**config.mk**
```make
export PLATFORM = sky130hd
export DESIGN_NAME = pcdfc_clock_control
export DESIGN_NICKNAME = d
export VERILOG_FILES = /design/src/common/pcdfc_pkg.sv /design/src/verilog/pcdfc_clock_control.sv
export SDC_FILE = /design/constraint.sdc
export NUM_CORES = 1
export LEC_CHECK = 0
export CORE_MARGIN = 1
export CORE_UTILIZATION = 40
export DETAILED_ROUTE_END_ITERATION = 6
export DONT_BUFFER_PORTS = 1
export MAX_ROUTING_LAYER = met4
export PLACE_DENSITY_LB_ADDON = 0.25
export SLEW_MARGIN = 20
export SYNTH_ARGS = -nofsm -noshare
export SYNTH_HDL_FRONTEND = slang
export SYNTH_SLANG_ARGS = --single-unit
```
**constraint.sdc**
```tcl
create_clock -name clock -period 9 [get_ports clock]
set_input_delay 1.35 -clock clock [delete_from_list [all_inputs] [get_ports clock]]
set_output_delay 1.35 -clock clock [all_outputs]
set_load 0.02 [all_outputs]
```
**src/common/pcdfc_pkg.sv**
```systemverilog
/*
 * Shared constants and types of the PLL clock divider and freeze control.
 * Assumes one clock at the VCO rate; every other input is synchronous to it.
 */
package pcdfc_pkg;

    localparam int NUM_OUTPUTS = 5;
    localparam int IDX_DOUBLE = 0;
    localparam int IDX_PROCESSOR_CLOCK_ENABLE_OUT = 1;
    localparam int IDX_BUS_CLOCK_ENABLE_OUT = 2;
    localparam int IDX_BUS = 3;
    localparam int IDX_LOCAL = 4;

    localparam int INT_FB_DIVIDE = 32;
    localparam int INT_FB_WIDTH = $clog2(INT_FB_DIVIDE);
    localparam int PROCESSOR_CLOCK_ENABLE_OUT_TICKS = 4;
    localparam int BUS_CNT_WIDTH = 5;
    localparam int LOCAL_POS_WIDTH = 7;

    localparam logic [1:0] LOCAL_SEL_PROCESSOR_CLOCK_ENABLE_OUT = 2'h3;
    localparam logic [NUM_OUTPUTS-1:0] ENABLES_RESET = '1;

    // Clock outputs as one bundle, double rate clock in bit 0
    typedef struct packed {
        logic localBusClock;
        logic busClock;
        logic bus_clock_enable_out;
        logic processor_clock_enable_out;
        logic double_rate_processor_clock;
    } pcdfc_clocks_t;

endpackage

```
**src/verilog/pcdfc_clock_control.sv**
```systemverilog
/*
 * Divider chain, output freeze control, feedback selection and phase detector.
 * Assumes clock is the VCO; straps and freeze pins are synchronous to it and
 * the pad logic builds the high-impedance pins from clocksOutEnable.
 */
`timescale 1ns/1ps
module pcdfc_clock_control (
    input wire logic clock,
    input wire logic arst_n,
    input wire logic master_reset_hiz_n,
    input wire logic pllEnable,
    input wire logic vco_range_select,
    input wire logic test_reference_clock_in,
    input wire logic feedback_source_select,
    input wire logic externalFeedback,
    input wire logic [1:0] busDivSelect,
    input wire logic [1:0] localDivSelect,
    input wire logic freezeSerialClock,
    input wire logic freezeSerialData,
    input wire logic commonFreeze,
    input wire logic freezeStrobe,
    output pcdfc_pkg::pcdfc_clocks_t clocksOut,
    output logic clocksOutEnable,
    output logic detectorFeedback,
    output logic phaseUp,
    output logic phaseDown
);
    import pcdfc_pkg::*;

    logic clr;
    logic halfPhase_q;
    logic tcPrev_q;
    logic tcRise;
    logic tick;
    logic [1:0] tickCnt_q;
    logic [2:0] busRatio;
    logic [BUS_CNT_WIDTH-1:0] busPeriod;
    logic [BUS_CNT_WIDTH-1:0] busCnt_q;
    logic busWrap;
    logic [1:0] locCnt_q;
    logic [1:0] locLast;
    logic [LOCAL_POS_WIDTH-1:0] localPos;
    logic [LOCAL_POS_WIDTH-1:0] localHalf;
    logic [NUM_OUTPUTS-1:0] raw;
    logic [INT_FB_WIDTH-1:0] fbCnt_q;
    logic fbSel;
    logic fbPrev_q;
    logic refPrev_q;
    logic fbRise;
    logic refRise;
    logic serClkPrev_q;
    logic strobePrev_q;
    logic serRise;
    logic strobeFall;
    logic [NUM_OUTPUTS-1:0] shift_q;
    logic [NUM_OUTPUTS-1:0] shiftNext;
    logic [NUM_OUTPUTS-1:0] reqEn_q;
    logic [NUM_OUTPUTS-1:0] appliedEn_q;
    logic [NUM_OUTPUTS-1:0] out_q;
    logic oe_q;
    logic detFb_q;
    logic up_q;
    logic down_q;

    // Master reset acts as a synchronous reset of every flop: enables set to all ones, the rest cleared
    assign clr = ~master_reset_hiz_n;

    // Divider advance: VCO path with optional halving, or test clock edges in bypass
    assign tcRise = test_reference_clock_in & ~tcPrev_q;
    assign tick = pllEnable ? (vco_range_select | halfPhase_q) : tcRise;

    // Bus and local bus ratios; all divider chain counters share one tick so phases stay locked
    assign busRatio = {1'b0, busDivSelect} + 3'h1;
    assign busPeriod = BUS_CNT_WIDTH'(int'(busRatio) * PROCESSOR_CLOCK_ENABLE_OUT_TICKS);
    assign busWrap = (busCnt_q == busPeriod - BUS_CNT_WIDTH'(1));
    assign locLast = localDivSelect;
    assign localPos = LOCAL_POS_WIDTH'(int'(locCnt_q) * int'(busPeriod) + int'(busCnt_q));
    assign localHalf = LOCAL_POS_WIDTH'((int'(localDivSelect) + 1) * int'(busPeriod) / 2);

    // Raw waveforms before freeze gating
    // Every wave is decoded from the shared counters, never from another output
    assign raw[IDX_DOUBLE] = tickCnt_q[0];
    assign raw[IDX_PROCESSOR_CLOCK_ENABLE_OUT] = tickCnt_q[1];
    assign raw[IDX_BUS] = (busCnt_q < (busPeriod >> 1));
    // Enable high during the last processor enable period of each bus cycle
    assign raw[IDX_BUS_CLOCK_ENABLE_OUT] = (busCnt_q >= busPeriod - BUS_CNT_WIDTH'(PROCESSOR_CLOCK_ENABLE_OUT_TICKS));
    assign raw[IDX_LOCAL] = (localDivSelect == LOCAL_SEL_PROCESSOR_CLOCK_ENABLE_OUT) ? tickCnt_q[1] : (localPos < localHalf);

    // Feedback choice and edge detection for the phase detector
    assign fbSel = feedback_source_select ? fbCnt_q[INT_FB_WIDTH-1] : externalFeedback;
    assign fbRise = fbSel & ~fbPrev_q;
    assign refRise = test_reference_clock_in & ~refPrev_q;

    // Freeze port edges; the next serial word shifts in at bit 0
    assign serRise = freezeSerialClock & ~serClkPrev_q;
    assign strobeFall = ~freezeStrobe & strobePrev_q;
    assign shiftNext = {shift_q[NUM_OUTPUTS-2:0], freezeSerialData};

    // Edge history of the sampled inputs
    // Histories clear with master reset, so an input already high then shows an edge on release
    always_ff @(posedge clock or negedge arst_n) begin
        if (!arst_n) begin
            tcPrev_q <= 1'b0;
            serClkPrev_q <= 1'b0;
            strobePrev_q <= 1'b0;
            refPrev_q <= 1'b0;
            fbPrev_q <= 1'b0;
        end else begin
            tcPrev_q <= test_reference_clock_in & ~clr;
            serClkPrev_q <= freezeSerialClock & ~clr;
            strobePrev_q <= freezeStrobe & ~clr;
            refPrev_q <= test_reference_clock_in & ~clr;
            fbPrev_q <= fbSel & ~clr;
        end
    end

    // Halving stage after the VCO
    always_ff @(posedge clock or negedge arst_n) begin
        if (!arst_n) begin
            halfPhase_q <= 1'b0;
        end else begin
            halfPhase_q <= clr ? 1'b0 : ~halfPhase_q;
        end
    end

    // Divider chain keeps running whatever the freeze state
    // Straps are read live; a change between resets can step the local counter off its phase
    always_ff @(posedge clock or negedge arst_n) begin
        if (!arst_n) begin
            tickCnt_q <= 2'h0;
            busCnt_q <= '0;
            locCnt_q <= 2'h0;
        end else if (clr) begin
            tickCnt_q <= 2'h0;
            busCnt_q <= '0;
            locCnt_q <= 2'h0;
        end else if (tick) begin
            tickCnt_q <= tickCnt_q + 2'h1;
            busCnt_q <= busWrap ? '0 : busCnt_q + BUS_CNT_WIDTH'(1);
            if (busWrap) begin
                locCnt_q <= (locCnt_q >= locLast) ? 2'h0 : locCnt_q + 2'h1;
            end
        end
    end

    // Internal feedback divider runs on every VCO cycle
    // Not gated by the halving stage or bypass, so the fixed ratio is always to the VCO
    always_ff @(posedge clock or negedge arst_n) begin
        if (!arst_n) begin
            fbCnt_q <= '0;
        end else begin
            fbCnt_q <= clr ? '0 : fbCnt_q + INT_FB_WIDTH'(1);
        end
    end

    // Three-state phase frequency detector; both set means clear both
    // A model on sampled edges: it tells the direction of the error and, by pulse width, its size in whole clocks
    always_ff @(posedge clock or negedge arst_n) begin
        if (!arst_n) begin
            up_q <= 1'b0;
            down_q <= 1'b0;
            detFb_q <= 1'b0;
        end else if (clr) begin
            up_q <= 1'b0;
            down_q <= 1'b0;
            detFb_q <= 1'b0;
        end else begin
            detFb_q <= fbSel;
            up_q <= (up_q | refRise) & ~(down_q | fbRise);
            down_q <= (down_q | fbRise) & ~(up_q | refRise);
        end
    end

    // Freeze requests; the common strobe wins over a serial edge in the same cycle
    // Each serial edge loads the partial word too, so outputs follow the word as it builds
    always_ff @(posedge clock or negedge arst_n) begin
        if (!arst_n) begin
            shift_q <= ENABLES_RESET;
            reqEn_q <= ENABLES_RESET;
        end else if (clr) begin
            shift_q <= ENABLES_RESET;
            reqEn_q <= ENABLES_RESET;
        end else if (strobeFall) begin
            reqEn_q <= {NUM_OUTPUTS{~commonFreeze}};
        end else if (serRise) begin
            shift_q <= shiftNext;
            reqEn_q <= shiftNext;
        end
    end

    // Per output: take a new enable only while the raw wave is low
    // Holding the old enable through a high phase is what keeps runt pulses off the pins
    generate
        for (genvar i = 0; i < NUM_OUTPUTS; i++) begin : g_gate
            always_ff @(posedge clock or negedge arst_n) begin
                if (!arst_n) begin
                    appliedEn_q[i] <= ENABLES_RESET[i];
                    out_q[i] <= 1'b0;
                end else if (clr) begin
                    appliedEn_q[i] <= ENABLES_RESET[i];
                    out_q[i] <= 1'b0;
                end else begin
                    if (!raw[i]) begin
                        appliedEn_q[i] <= reqEn_q[i];
                    end
                    out_q[i] <= raw[i] & appliedEn_q[i];
                end
            end

            AST_FROZEN_LOW: assert property (@(posedge clock) disable iff (!arst_n || clr)
                !appliedEn_q[i] |=> !out_q[i])
                else $error("frozen output went high");
            AST_CHANGE_WHEN_LOW: assert property (@(posedge clock) disable iff (!arst_n)
                $changed(appliedEn_q[i]) && !$past(clr) |-> !out_q[i] && !$past(raw[i]))
                else $error("freeze state changed while output high");
        end
    endgenerate

    // Output drivers float while master reset is held
    // Enable is taken straight from the pin so release costs only one clock
    always_ff @(posedge clock or negedge arst_n) begin
        if (!arst_n) begin
            oe_q <= 1'b0;
        end else begin
            oe_q <= master_reset_hiz_n;
        end
    end

    assign clocksOut = pcdfc_clocks_t'(out_q);
    assign clocksOutEnable = oe_q;
    assign detectorFeedback = detFb_q;
    assign phaseUp = up_q;
    assign phaseDown = down_q;

    AST_HIZ_IN_RESET: assert property (@(posedge clock) disable iff (!arst_n)
        clr |=> !clocksOutEnable && (out_q == '0))
        else $error("outputs driven during master reset");
    AST_ALL_ACTIVE_AFTER_RESET: assert property (@(posedge clock) disable iff (!arst_n)
        clr |=> (appliedEn_q == ENABLES_RESET) && (reqEn_q == ENABLES_RESET))
        else $error("outputs not all active after reset");
    AST_INT_FB_PERIOD: assert property (@(posedge clock) disable iff (!arst_n || clr)
        $rose(fbCnt_q[INT_FB_WIDTH-1]) |-> ##32 $rose(fbCnt_q[INT_FB_WIDTH-1]))
        else $error("internal feedback period is not 32 VCO cycles");
    AST_STROBE_APPLIES: assert property (@(posedge clock) disable iff (!arst_n || clr)
        strobeFall |=> reqEn_q == {NUM_OUTPUTS{~$past(commonFreeze)}})
        else $error("common freeze not applied on strobe fall");
    AST_SERIAL_SHIFT: assert property (@(posedge clock) disable iff (!arst_n || clr)
        serRise && !strobeFall |=> reqEn_q == $past(shiftNext))
        else $error("serial enable bit not shifted in");
    AST_BYPASS_HOLD: assert property (@(posedge clock) disable iff (!arst_n || clr)
        !pllEnable && !tcRise |=> $stable(tickCnt_q) && $stable(busCnt_q))
        else $error("divider moved in bypass without a test clock edge");
    AST_HALVING: assert property (@(posedge clock) disable iff (!arst_n || clr)
        pllEnable && !vco_range_select && !halfPhase_q |=> $stable(tickCnt_q))
        else $error("halving stage skipped with range select low");
    AST_BUS_ENABLE_FULL: assert property (@(posedge clock) disable iff (!arst_n || clr)
        (busDivSelect == 2'h0) && (busCnt_q < busPeriod) |-> raw[IDX_BUS_CLOCK_ENABLE_OUT])
        else $error("bus enable low when bus runs at processor enable rate");

    // Pads come back one edge after the master reset input returns high
    AST_OE_ON_RELEASE: assert property (@(posedge clock) disable iff (!arst_n)
        !clr |=> clocksOutEnable)
        else $error("outputs still floating after master reset released");

    // Detector input is the chosen feedback, one clock late
    AST_FEEDBACK_ROUTE: assert property (@(posedge clock) disable iff (!arst_n || clr)
        feedback_source_select |=> detectorFeedback == $past(fbCnt_q[INT_FB_WIDTH-1]))
        else $error("internal feedback not routed to the detector");
    AST_EXT_FEEDBACK_ROUTE: assert property (@(posedge clock) disable iff (!arst_n || clr)
        !feedback_source_select |=> detectorFeedback == $past(externalFeedback))
        else $error("returned output not routed to the detector");

    // A lone reference edge pulls up, a lone feedback edge pulls down or ends the up pulse
    AST_PFD_UP: assert property (@(posedge clock) disable iff (!arst_n || clr)
        refRise && !fbRise && !down_q |=> phaseUp && !phaseDown)
        else $error("reference edge did not raise the up output");
    AST_PFD_DOWN: assert property (@(posedge clock) disable iff (!arst_n || clr)
        fbRise && !refRise && !up_q |=> phaseDown && !phaseUp)
        else $error("feedback edge did not raise the down output");
    AST_PFD_RESOLVE: assert property (@(posedge clock) disable iff (!arst_n || clr)
        up_q && fbRise && !refRise |=> !phaseUp && !phaseDown)
        else $error("feedback edge did not end the up pulse");

    // Divider steps: one per test clock edge in bypass, one per clock at full VCO range
    AST_BYPASS_STEP: assert property (@(posedge clock) disable iff (!arst_n || clr)
        !pllEnable && tcRise |=> tickCnt_q == $past(tickCnt_q) + 2'h1)
        else $error("divider did not step on a test clock edge in bypass");
    AST_VCO_FULL_RATE: assert property (@(posedge clock) disable iff (!arst_n || clr)
        pllEnable && vco_range_select |=> tickCnt_q == $past(tickCnt_q) + 2'h1)
        else $error("halving stage kept with range select high");

    // Bus counter wraps at the strap period so bus and local waves stay locked
    AST_BUS_WRAP: assert property (@(posedge clock) disable iff (!arst_n || clr)
        tick && busWrap |=> busCnt_q == '0)
        else $error("bus counter did not wrap at the end of its period");

    COV_COMMON_FREEZE: cover property (@(posedge clock) disable iff (!arst_n) strobeFall && commonFreeze);
    COV_SERIAL_SHIFT: cover property (@(posedge clock) disable iff (!arst_n) serRise && !freezeSerialData);
    COV_UNFREEZE: cover property (@(posedge clock) disable iff (!arst_n) $rose(appliedEn_q[IDX_BUS]));
    COV_BYPASS_TICK: cover property (@(posedge clock) disable iff (!arst_n) !pllEnable && tcRise);
    COV_EXT_FEEDBACK: cover property (@(posedge clock) disable iff (!arst_n) !feedback_source_select && fbRise);

endmodule // pcdfc_clock_control

```
Word-level counts from Yosys, hierarchy flattened:

Index checks and enable logic that the tools add are counted.

* flip-flop bits (word level): 42
* input bits: 16
* word-level logic and storage cells: 117

* add/sub/neg operators: 9
* multiply operators: 2
* $lt $le $gt $ge: 4
* eq/ne operators: 12
* muxes and demuxes: 37
* bitwise operators: 26
* reduce and logical (&&, ||, !) cells: 2

Operator list (number)
* $mux 5: 7
* $mux 1: 22
* $and 1x1->1: 15
* $mux 2: 6
* $ne 2x2->1 const B: 6
* $add 5x1->5 const B: 2
* $mux 4: 2
* $not 1->1: 8
* $add 7x5->7: 1
* $lt 7x7->1: 1
* $add 2x1->3 const B: 2
* $mul 3x3->6: 1
* $ne 2x1->1 const B: 3
* $eq 5x5->1: 1
* $ge 5x5->1: 1
* $lt 5x4->1: 1
* $mul 2x3->5: 1
* $sub 5x1->5 const B: 1
* $sub 5x3->5 const B: 1
* $add 2x1->2 const B: 2
* $reduce_and 2->1: 2
* $ne 3x1->1 const B: 1
* $or 1x1->1: 3
* $eq 2x2->1 const B: 1
* $ge 2x2->1: 1

Depth between registers and ports, before layout:

Gate-level depths: netlist of the first run.

* depth after elaboration: 7
* depth in mapped cells: 14
* gate-level depth less buffers: 14

Worst setup path after synthesis of the first run:

No wires, ideal clock.

* path kind: input -> register
* start: in busDivSelect[0]
* end: reg appliedEn_q[4]
* arrival time: 4.531 ns
* path slack: 4.384 ns
* cell stages on the path: 14
* buffers on the path: 0
* path through: ha_1 -> inv_1 -> nor2_1 -> ha_1 -> fa_1 -> ha_1 -> a21oi_1 -> nor2_1 -> xor2_1 -> ha_1 -> and3_1 -> a221o_1 -> a221oi_2 -> mux2_1

* cells in the longest elaborated chain, start to end: 6
* elaborated cells between the ends (all ways): 7
* classes of those cells: add/sub (2); mul (2); order compare (1); eq/ne (1); mux (1)

RTL lines
* start, declared: RTL line pcdfc_clock_control.sv:16 `input wire logic [1:0] busDivSelect,`
* $add 2x1->3 *: RTL line pcdfc_clock_control.sv:73 `assign busRatio = {1'b0, busDivSelect} + 3'h1;`
* $mul 2x3->5: RTL line pcdfc_clock_control.sv:77 `assign localPos = LOCAL_POS_WIDTH'(int'(locCnt_q) * int'(busPeriod) + int'(busCnt_q));`
* $add 7x5->7: RTL line pcdfc_clock_control.sv:77
* $lt 7x7->1 *: RTL line pcdfc_clock_control.sv:87 `assign raw[IDX_LOCAL] = (localDivSelect == LOCAL_SEL_PROCESSOR_CLOCK_ENABLE_OUT) ? tickCnt_q[1] : (localPos < ...`
* $mux 1 *: RTL line pcdfc_clock_control.sv:87
* $ne 2x2->1 (no source line) *
* end signal, assigned by index: RTL line pcdfc_clock_control.sv:197 `appliedEn_q[i] <= ENABLES_RESET[i];`
* end signal, assigned by index: RTL line pcdfc_clock_control.sv:200 `appliedEn_q[i] <= ENABLES_RESET[i];`
* end signal, assigned by index: RTL line pcdfc_clock_control.sv:204 `appliedEn_q[i] <= reqEn_q[i];`
* end, declared: RTL line pcdfc_clock_control.sv:58 `logic [NUM_OUTPUTS-1:0] appliedEn_q;`

Every way passes the cells marked *; elsewhere a longest branch is shown, timed or not.
A chain may end at the register's enable or synchronous reset.

Final worst setup path of the first run:

Same ends and word-level chain as after synthesis.

==> results.sh, run 1 <==
export IMPL_grt_pass1_wl_microns=7960
export IMPL_portBuffers=0
export IMPL_postSynthRegisterBits=41
export IMPL_synth_cells=242
export IMPL_terminating_pin_of_the_worst_hold_path="halfPhase_q"
export IMPL_crit_path_frequent_cell="sky130_fd_sc_hd__ha_1"
export IMPL_final_layout_size_suffix_gt1_share_pct=10.2
export IMPL_slew_headroom_pct=56.5
export IMPL_min_delay_path_depth=1
export IMPL_clk_root_buffer_cell="sky130_fd_sc_hd__clkbuf_8"
export IMPL_power_density_nw_per_um2=158
export IMPL_initial_antenna_violation_count=0
export IMPL_timing_worst_slew_pin_value_ns=0.650
export IMPL_p_seq_share_pct=52.4
export IMPL_max_freq_ghz=0.223
export IMPL_timing_final_hold_violations=0
export IMPL_post_dp_hpwl_microns=3280
export IMPL_gp_routability_congestion=0.838
export IMPL_layout_cells_non_filler=320
export IMPL_total_leakage_power_uw=0.00126
export IMPL_ys_seq_area_share_pct=42.4
export IMPL_r2r_end="appliedEn_q[4]"
export IMPL_cts_inserted_buffers=5
export IMPL_power_share_switching_pct=29.5
export IMPL_synth_top_family_by_area="simple AND/OR/NAND/NOR gates"
export IMPL_cts_sink_count=41
export IMPL_clock_tree_buffer_depth=2
export IMPL_rr_startpoint="locCnt_q[1]"
export IMPL_horizontal_die_dimension_microns=80.4
export IMPL_postSynthAreaPerCell_sq_um=10.2
export IMPL_setup_violations=0
export IMPL_r2r_setup_slack_ns=5.48
export IMPL_grt_setup_unrepaired="false"
export IMPL_cap_viol_max_count=0
export IMPL_cts_repair_resize_count=0
export IMPL_clkPwrFrac_pct=30.1
export IMPL_cts_hold_buffers_added=0
export IMPL_switchingPower_uw=122
export IMPL_synthesis_nets=289
export IMPL_intPower_uw=292
export IMPL_post_synth_and_or_nand_nor_area_fraction_pct=17.7
export IMPL_antenna_violating_nets_post_route=0
export IMPL_worst_voltage_drop_across_the_vdd_grid_mv=0.0817
export IMPL_synth_mux_area_fraction_pct=2.95
export IMPL_tritoncts_clock_tree="done"
export IMPL_core_area_sq_um=5920
export IMPL_final_max_slew_viol_count=0
export IMPL_worst_endpoint_arrival_ns=4.71
export IMPL_drt_iter0_drc=61
export IMPL_cts_clk_slew_worst_paths_ns=0.09
export IMPL_final_period_utilization_pct=49.8
export IMPL_detail_route_first_pass_iterations=5
export IMPL_grt_pass1_vias=1755
export IMPL_outcome="finished clean"
export IMPL_worstSetupPathType="in2reg"
export IMPL_r2r_worst_path_cells=12
export IMPL_vias=1681
export IMPL_crit_path_cell_trace="ha_1 > inv_1 > nor2_1 > ha_1 > fa_1 > ha_1 > a21oi_1 > nor2_1 > xor2_1 > ha_1 > and3_1 > a221o_1 > a221oi_2 > mux2_1"
export IMPL_wl_microns=4520
export IMPL_worst_hold_startpoint="halfPhase_q"
export IMPL_comb_power_share_pct=17.5
export IMPL_critPathMaxFanout=10
export IMPL_finalNetCount=291
export IMPL_grt_use_total_pct=16.5
export IMPL_design_die_area_sq_um=6460
export IMPL_start_util_pct=41.5
export IMPL_synth_cell_type_count=40
export IMPL_detail_route_wl_per_cell_microns=14.1
export IMPL_yosys_warnings=0
export IMPL_hold_slack_ns=0.432
export IMPL_hold_class="reg2reg"
export IMPL_minimum_clock_period_ns=4.48
export IMPL_critPathLaunchType="input pin"
export IMPL_cts_htree_levels=2
export IMPL_buffer_count_from_post_cts_setup_fixing=0
export IMPL_clock_skew_final_ns=0.00628
export IMPL_critPathSlowestCell="sky130_fd_sc_hd__fa_1"
export IMPL_synth_xor_area_share_pct=4.27
export IMPL_clk_latency_ns=0.30
export IMPL_finalSetupTns_ns=0
export IMPL_cpPeakStageDelay_ns=0.44
export IMPL_synth_adder_area_share_pct=17.0
export IMPL_antenna_cells_inserted=0
export IMPL_io_pin_count=25
export IMPL_drt_drc_violations_left=0
export IMPL_rows=28
export IMPL_placed_cells=312
export IMPL_area_delta_synth_final_pct=6.72
export IMPL_die_height_microns=80.4
export IMPL_grt_start_max_net_pins=42
export IMPL_end_kind="flop"
export IMPL_viasPerCell=5.25
export IMPL_gr_total_overflow=0
export IMPL_timing_critical_path_required_ns=9.23
export IMPL_synth_compound_area_share_pct=12.8
export IMPL_synthesis_area_sq_um=2460
[registers in the layout, summed over array words and instances, names as in the netlist, 2 cells and up]
register and flops:
appliedEn_q 5, busCnt_q 5, clocksOut 5, fbCnt_q 5, locCnt_q 2, reqEn_q 5, shift_q 4, tickCnt_q 2
[layer usage]
layer | share of wire, % | global-route usage, %
met1 | 49 | 20.3
met2 | 48 | 27.7
met3 | 3.1 | 3.75
met4 | 0.73 | 3.21
met5 | 0 | -
[power groups by stage]
stage / Combinational (uW) / Sequential, uW / Clock (uW)
final: 72.5 / 217 / 125
after global routing: 84.7 / 220 / 137
after CTS: 73.4 / 217 / 130
after detailed placement: 72.8 / 221 / 0
after global placement: 71.9 / 220 / 0
after floorplan: 61.4 / 217 / 0
[critical path, delay by kind of cell]
kind | cells | cell delay [ns]
xor+xnor | 1 | 0.16
simple gates | 3 | 0.33
compound gates | 3 | 0.76
mux | 1 | 0.35
fa+ha+maj | 5 | 1.61
buf+inv | 1 | 0.14
[per-stage QoR]
step / cell area, sq um / total power, uW / setup WS (ns) / util [%]
floorplan: 2460 / 278 / 4.38 / -
global placement: 2530 / 292 / 4.28 / 42.8
detailed placement: 2530 / 294 / 4.18 / 42.8
CTS: 2620 / 421 / 4.52 / 44.3
global route: 2620 / 441 / 4.32 / 44.3
finish: 2620 / 415 / 4.52 / 44.3
[how the worst max path moves through the flow]
stage | start | to | slack [ns] | cells past startpoint
floorplan | busDivSelect[0] | appliedEn_q[4] | 4.38 | 14
global placement | busDivSelect[0] | appliedEn_q[4] | 4.28 | 14
detailed placement | busDivSelect[0] | appliedEn_q[4] | 4.18 | 14
CTS | busDivSelect[0] | appliedEn_q[4] | 4.52 | 14
global route | busDivSelect[0] | appliedEn_q[4] | 4.32 | 14
finish | busDivSelect[0] | appliedEn_q[4] | 4.52 | 14
[synthesized netlist by cell type (all sizes together)]
master	n	area [sq um]
mux2	2	22.5
nor2b	4	25.0
a211oi	6	45.0
and4	1	8.76
a21boi	1	7.51
nor2	25	93.8
o21ai	16	80.1
a22oi	1	7.51
fa	4	80.1
ha	27	338
dfstp	14	368
a21oi	9	45.0
nor4	1	6.26
a211o	1	8.76
nor3	1	5.00
nand4	1	6.26
nand3	8	40.0
a221o	1	10.0
xor2	8	70.1
nand2	12	45.0
nand2b	6	37.5
xnor2	4	35.0
a21o	4	30.0
mux2i	5	50.1
clkbuf	5	18.8
a221oi	1	15.0
nor4b	1	8.76
inv	14	52.6
o21bai	2	15.0
a311o	1	10.0
nor3b	2	20.0
a2111oi	1	8.76
a22o	1	8.76
dfrtp	27	676
and3	6	37.5
and2	16	100
o21a	3	22.5
[layout by cell type (no fill, tap or decap), types with 2 or more instances in the layout]
master                     Yosys  final
sky130_fd_sc_hd__a211oi_1      6      6
sky130_fd_sc_hd__a21o_1        4      4
sky130_fd_sc_hd__a21oi_1       9      9
sky130_fd_sc_hd__and2_1       16     16
sky130_fd_sc_hd__and3_1        6      6
sky130_fd_sc_hd__clkbuf_8      0      5
sky130_fd_sc_hd__dfrtp_1      27     27
sky130_fd_sc_hd__dfstp_2      14     14
sky130_fd_sc_hd__fa_1          4      4
sky130_fd_sc_hd__ha_1         27     27
sky130_fd_sc_hd__inv_1        14     14
sky130_fd_sc_hd__mux2i_1       5      5
sky130_fd_sc_hd__nand2_1      12     12
sky130_fd_sc_hd__nand2b_1      6      6
sky130_fd_sc_hd__nand3_1       8      8
sky130_fd_sc_hd__nor2_1       25     25
sky130_fd_sc_hd__nor2b_1       4      4
sky130_fd_sc_hd__o21a_1        3      3
sky130_fd_sc_hd__o21ai_0      15     15
sky130_fd_sc_hd__o21bai_1      2      2
sky130_fd_sc_hd__xnor2_1       4      4
sky130_fd_sc_hd__xor2_1        8      8
[layout make-up]
class,count,area [sq um]
Fill cell,559,3300
Multi-Input combinational cell,182,1340
Sequential cell,41,1040
Tap cell,75,93.8
Clock buffer,5,68.8
Inverter,14,52.6
Clock inverter,3,21.3
[cells by family (layout without fill, tap and decap cells)]
| family | count (synthesis) | after routing |
|---|---|---|
| mux | 7 | 7 |
| fa+ha+maj | 31 | 31 |
| buf+inv | 19 | 22 |
| simple gates | 84 | 84 |
| xor+xnor | 12 | 12 |
| flops | 41 | 41 |
| compound gates | 48 | 48 |
(Power assumes the default switching activity.)
==> run 2: changes to the inputs <==
Settings changed: ABC_AREA set to 1.
Clock period 9 ns to 4.65 ns, I/O delays scaled along.
==> results.sh, run 2 <==
export IMPL_outcome="finished clean"
export IMPL_postSynthRegisterBits=41
export IMPL_layout_cells_non_filler=372
export IMPL_antenna_violating_nets_post_route=0
export IMPL_max_freq_ghz=0.316
export IMPL_final_cell_mix="55 x sky130_fd_sc_hd__nand2_1, 48 x sky130_fd_sc_hd__inv_1, 27 x sky130_fd_sc_hd__ha_1, 27 x sky130_fd_sc_hd__dfrtp_1, 26 x sky130_fd_sc_hd__nor2_1"
export IMPL_grt_start_max_net_pins=42
export IMPL_synth_commonest_cells="55 x sky130_fd_sc_hd__nand2_1, 48 x sky130_fd_sc_hd__inv_1, 27 x sky130_fd_sc_hd__dfrtp_1, 27 x sky130_fd_sc_hd__ha_1, 26 x sky130_fd_sc_hd__nor2_1"
export IMPL_nFillCells=611
export IMPL_clock_tree_buffer_depth=2
export IMPL_worst_endpoint_arrival_ns=3.40
export IMPL_horizontal_die_dimension_microns=81.0
export IMPL_critPathSlowestCell="sky130_fd_sc_hd__fa_1"
export IMPL_finalSetupTns_ns=0
export IMPL_gr_total_overflow=0
export IMPL_final_layout_size_suffix_gt1_share_pct=11.1
export IMPL_cts_hold_buffers_added=0
export IMPL_yosys_warnings=0
export IMPL_area_share_of_the_largest_cell_type_after_synthesis_pct=27.1
export IMPL_synth_cell_type_count=31
export IMPL_portBuffers=0
export IMPL_synth_async_sr_flop_share_pct=100
export IMPL_post_dp_hpwl_microns=3370
export IMPL_final_max_slew_viol_count=0
export IMPL_grt_pass1_wl_microns=7970
export IMPL_cap_viol_max_count=0
export IMPL_slew_headroom_pct=76.4
export IMPL_tritoncts_clock_tree="done"
export IMPL_clk_root_buffer_cell="sky130_fd_sc_hd__clkbuf_8"
export IMPL_postSynthAreaPerCell_sq_um=8.48
export IMPL_synth_edf_count=0
export IMPL_rr_startpoint="locCnt_q[1]"
export IMPL_synthesis_area_sq_um=2490
export IMPL_crit_path_cell_trace="ha_1 > nand2_1 > inv_1 > ha_1 > fa_1 > ha_1 > nand2_1 > nand2_1 > nand2_1 > xnor2_1 > ha_1 > a21o_1 > nor2_1 > nand2_1 > nand2_1 > nand3_1 > nand2_1"
export IMPL_io_pin_count=25
export IMPL_drt_iter0_drc=87
export IMPL_clk_latency_ns=0.29
export IMPL_grt_setup_unrepaired="false"
export IMPL_start_util_pct=41.9
export IMPL_synthesis_nets=341
export IMPL_finalNetCount=343
export IMPL_area_delta_synth_final_pct=6.42
export IMPL_drt_drc_violations_left=0
export IMPL_final_period_utilization_pct=68.1
export IMPL_placed_cells=364
export IMPL_detail_route_wl_per_cell_microns=11.9
export IMPL_vias=1784
export IMPL_wl_microns=4430
export IMPL_setup_violations=0
export IMPL_critPathLaunch="busDivSelect[0]"
export IMPL_cts_sink_count=41
export IMPL_crit_path_frequent_cell="sky130_fd_sc_hd__nand2_1"
export IMPL_worstSetupPathType="in2reg"
export IMPL_buffer_count_from_post_cts_setup_fixing=0
export IMPL_clock_skew_final_ns=0.00723
export IMPL_ys_seq_area_share_pct=41.8
export IMPL_critPathMaxFanout=9
export IMPL_viasPerCell=4.80
export IMPL_worst_voltage_drop_across_the_vdd_grid_mv=0.233
export IMPL_timing_worst_slew_pin_value_ns=0.353
export IMPL_cts_htree_levels=2
export IMPL_cpPeakStageDelay_ns=0.44
export IMPL_cts_clk_slew_worst_paths_ns=0.09
export IMPL_minimum_clock_period_ns=3.17
export IMPL_grt_use_total_pct=16.3
export IMPL_synth_area_top_cells="sky130_fd_sc_hd__dfrtp_1 27%, sky130_fd_sc_hd__dfstp_2 15%, sky130_fd_sc_hd__ha_1 14%"
export IMPL_cts_inserted_buffers=5
export IMPL_layout_commonest_cell="sky130_fd_sc_hd__nand2_1"
export IMPL_hold_class="in2async"
export IMPL_synth_cells=294
export IMPL_critPathLaunchType="input pin"
export IMPL_gp_routability_congestion=0.819
export IMPL_timing_critical_path_required_ns=4.89
export IMPL_end_kind="flop"
export IMPL_ys_dominant_reg_cell="sky130_fd_sc_hd__dfrtp_1"
export IMPL_finalPower_uw=838
export IMPL_initial_antenna_violation_count=0
export IMPL_die_height_microns=81.0
export IMPL_total_leakage_power_uw=0.00143
export IMPL_antenna_cells_inserted=0
export IMPL_synth_most_common_cell="sky130_fd_sc_hd__nand2_1"
export IMPL_power_density_nw_per_um2=316
export IMPL_design_die_area_sq_um=6550
export IMPL_rows=28
export IMPL_cts_repair_resize_count=0
export IMPL_hold_slack_ns=0.0847
export IMPL_core_area_sq_um=5960
export IMPL_detail_route_first_pass_iterations=4
export IMPL_grt_pass1_vias=1779
export IMPL_timing_final_hold_violations=0
export IMPL_synth_largest_area_cell="sky130_fd_sc_hd__dfrtp_1"
export IMPL_r2r_worst_path_cells=16
-- run 2: cell families after synthesis --
family / after synthesis / synth area share, %
buf+inv: 57 / 8.93
xor+xnor: 12 / 4.21
flops: 41 / 41.8
fa+ha+maj: 31 / 16.8
compound gates: 47 / 10.4
simple gates: 106 / 17.9
-- run 2: final timing paths --
check | to | slack, ns
worst max-delay path | appliedEn_q[4] | 1.48
worst min-delay path | strobePrev_q | 0.08
worst max register to register | appliedEn_q[4] | 1.73
worst min register to register | halfPhase_q | 0.44
max in group asynchronous | appliedEn_q[4] | 4.38
min in group clock | clocksOutEnable | 0.43
-- run 2: metal layers --
layer / GRT usage [%] / vias to the layer above / wire length, microns
met5: - / - / 0
met4: 4.82 / 0 / 37
met3: 3.37 / 4 / 133
met2: 26.6 / 17 / 2140
met1: 20.2 / 826 / 2120
li1: - / 937 / -
-- run 2: cell type report --
type	count	area (sq um)	share of cell area [%]
sequential	41	1040	39.3
inverter	52	195	7.36
tap	75	93.8	3.54
multi-input combinational	196	1230	46.3
clock inverter	3	25.0	0.943
clock buffer	5	68.8	2.59
-- run 2: power breakdown --
part | internal [uW] | switching, uW
combinational | 63.1 | 95.7
sequential | 403 | 32.0
clock | 109 | 134
-- run 2: critical path, delay by kind of cell --
kind / cells / cell delay (ns)
buffers and inverters: 1 / 0.04
adder cells (fa/ha/maj): 5 / 1.66
AND/OR/NAND/NOR: 9 / 0.68
AO/OA/AOI/OAI: 1 / 0.18
XOR/XNOR: 1 / 0.13
-- run 2: metrics by stage --
| step | utilization [%] | cell area, sq um | setup slack [ns] |
|---|---|---|---|
| final | 44.6 | 2650 | 1.48 |
| after global routing | 44.6 | 2650 | 1.18 |
| after CTS | 44.6 | 2650 | 1.48 |
| after detailed placement | 43.0 | 2560 | 1.17 |
| after global placement | 43.0 | 2560 | 1.25 |
| after floorplan | - | 2490 | 1.37 |
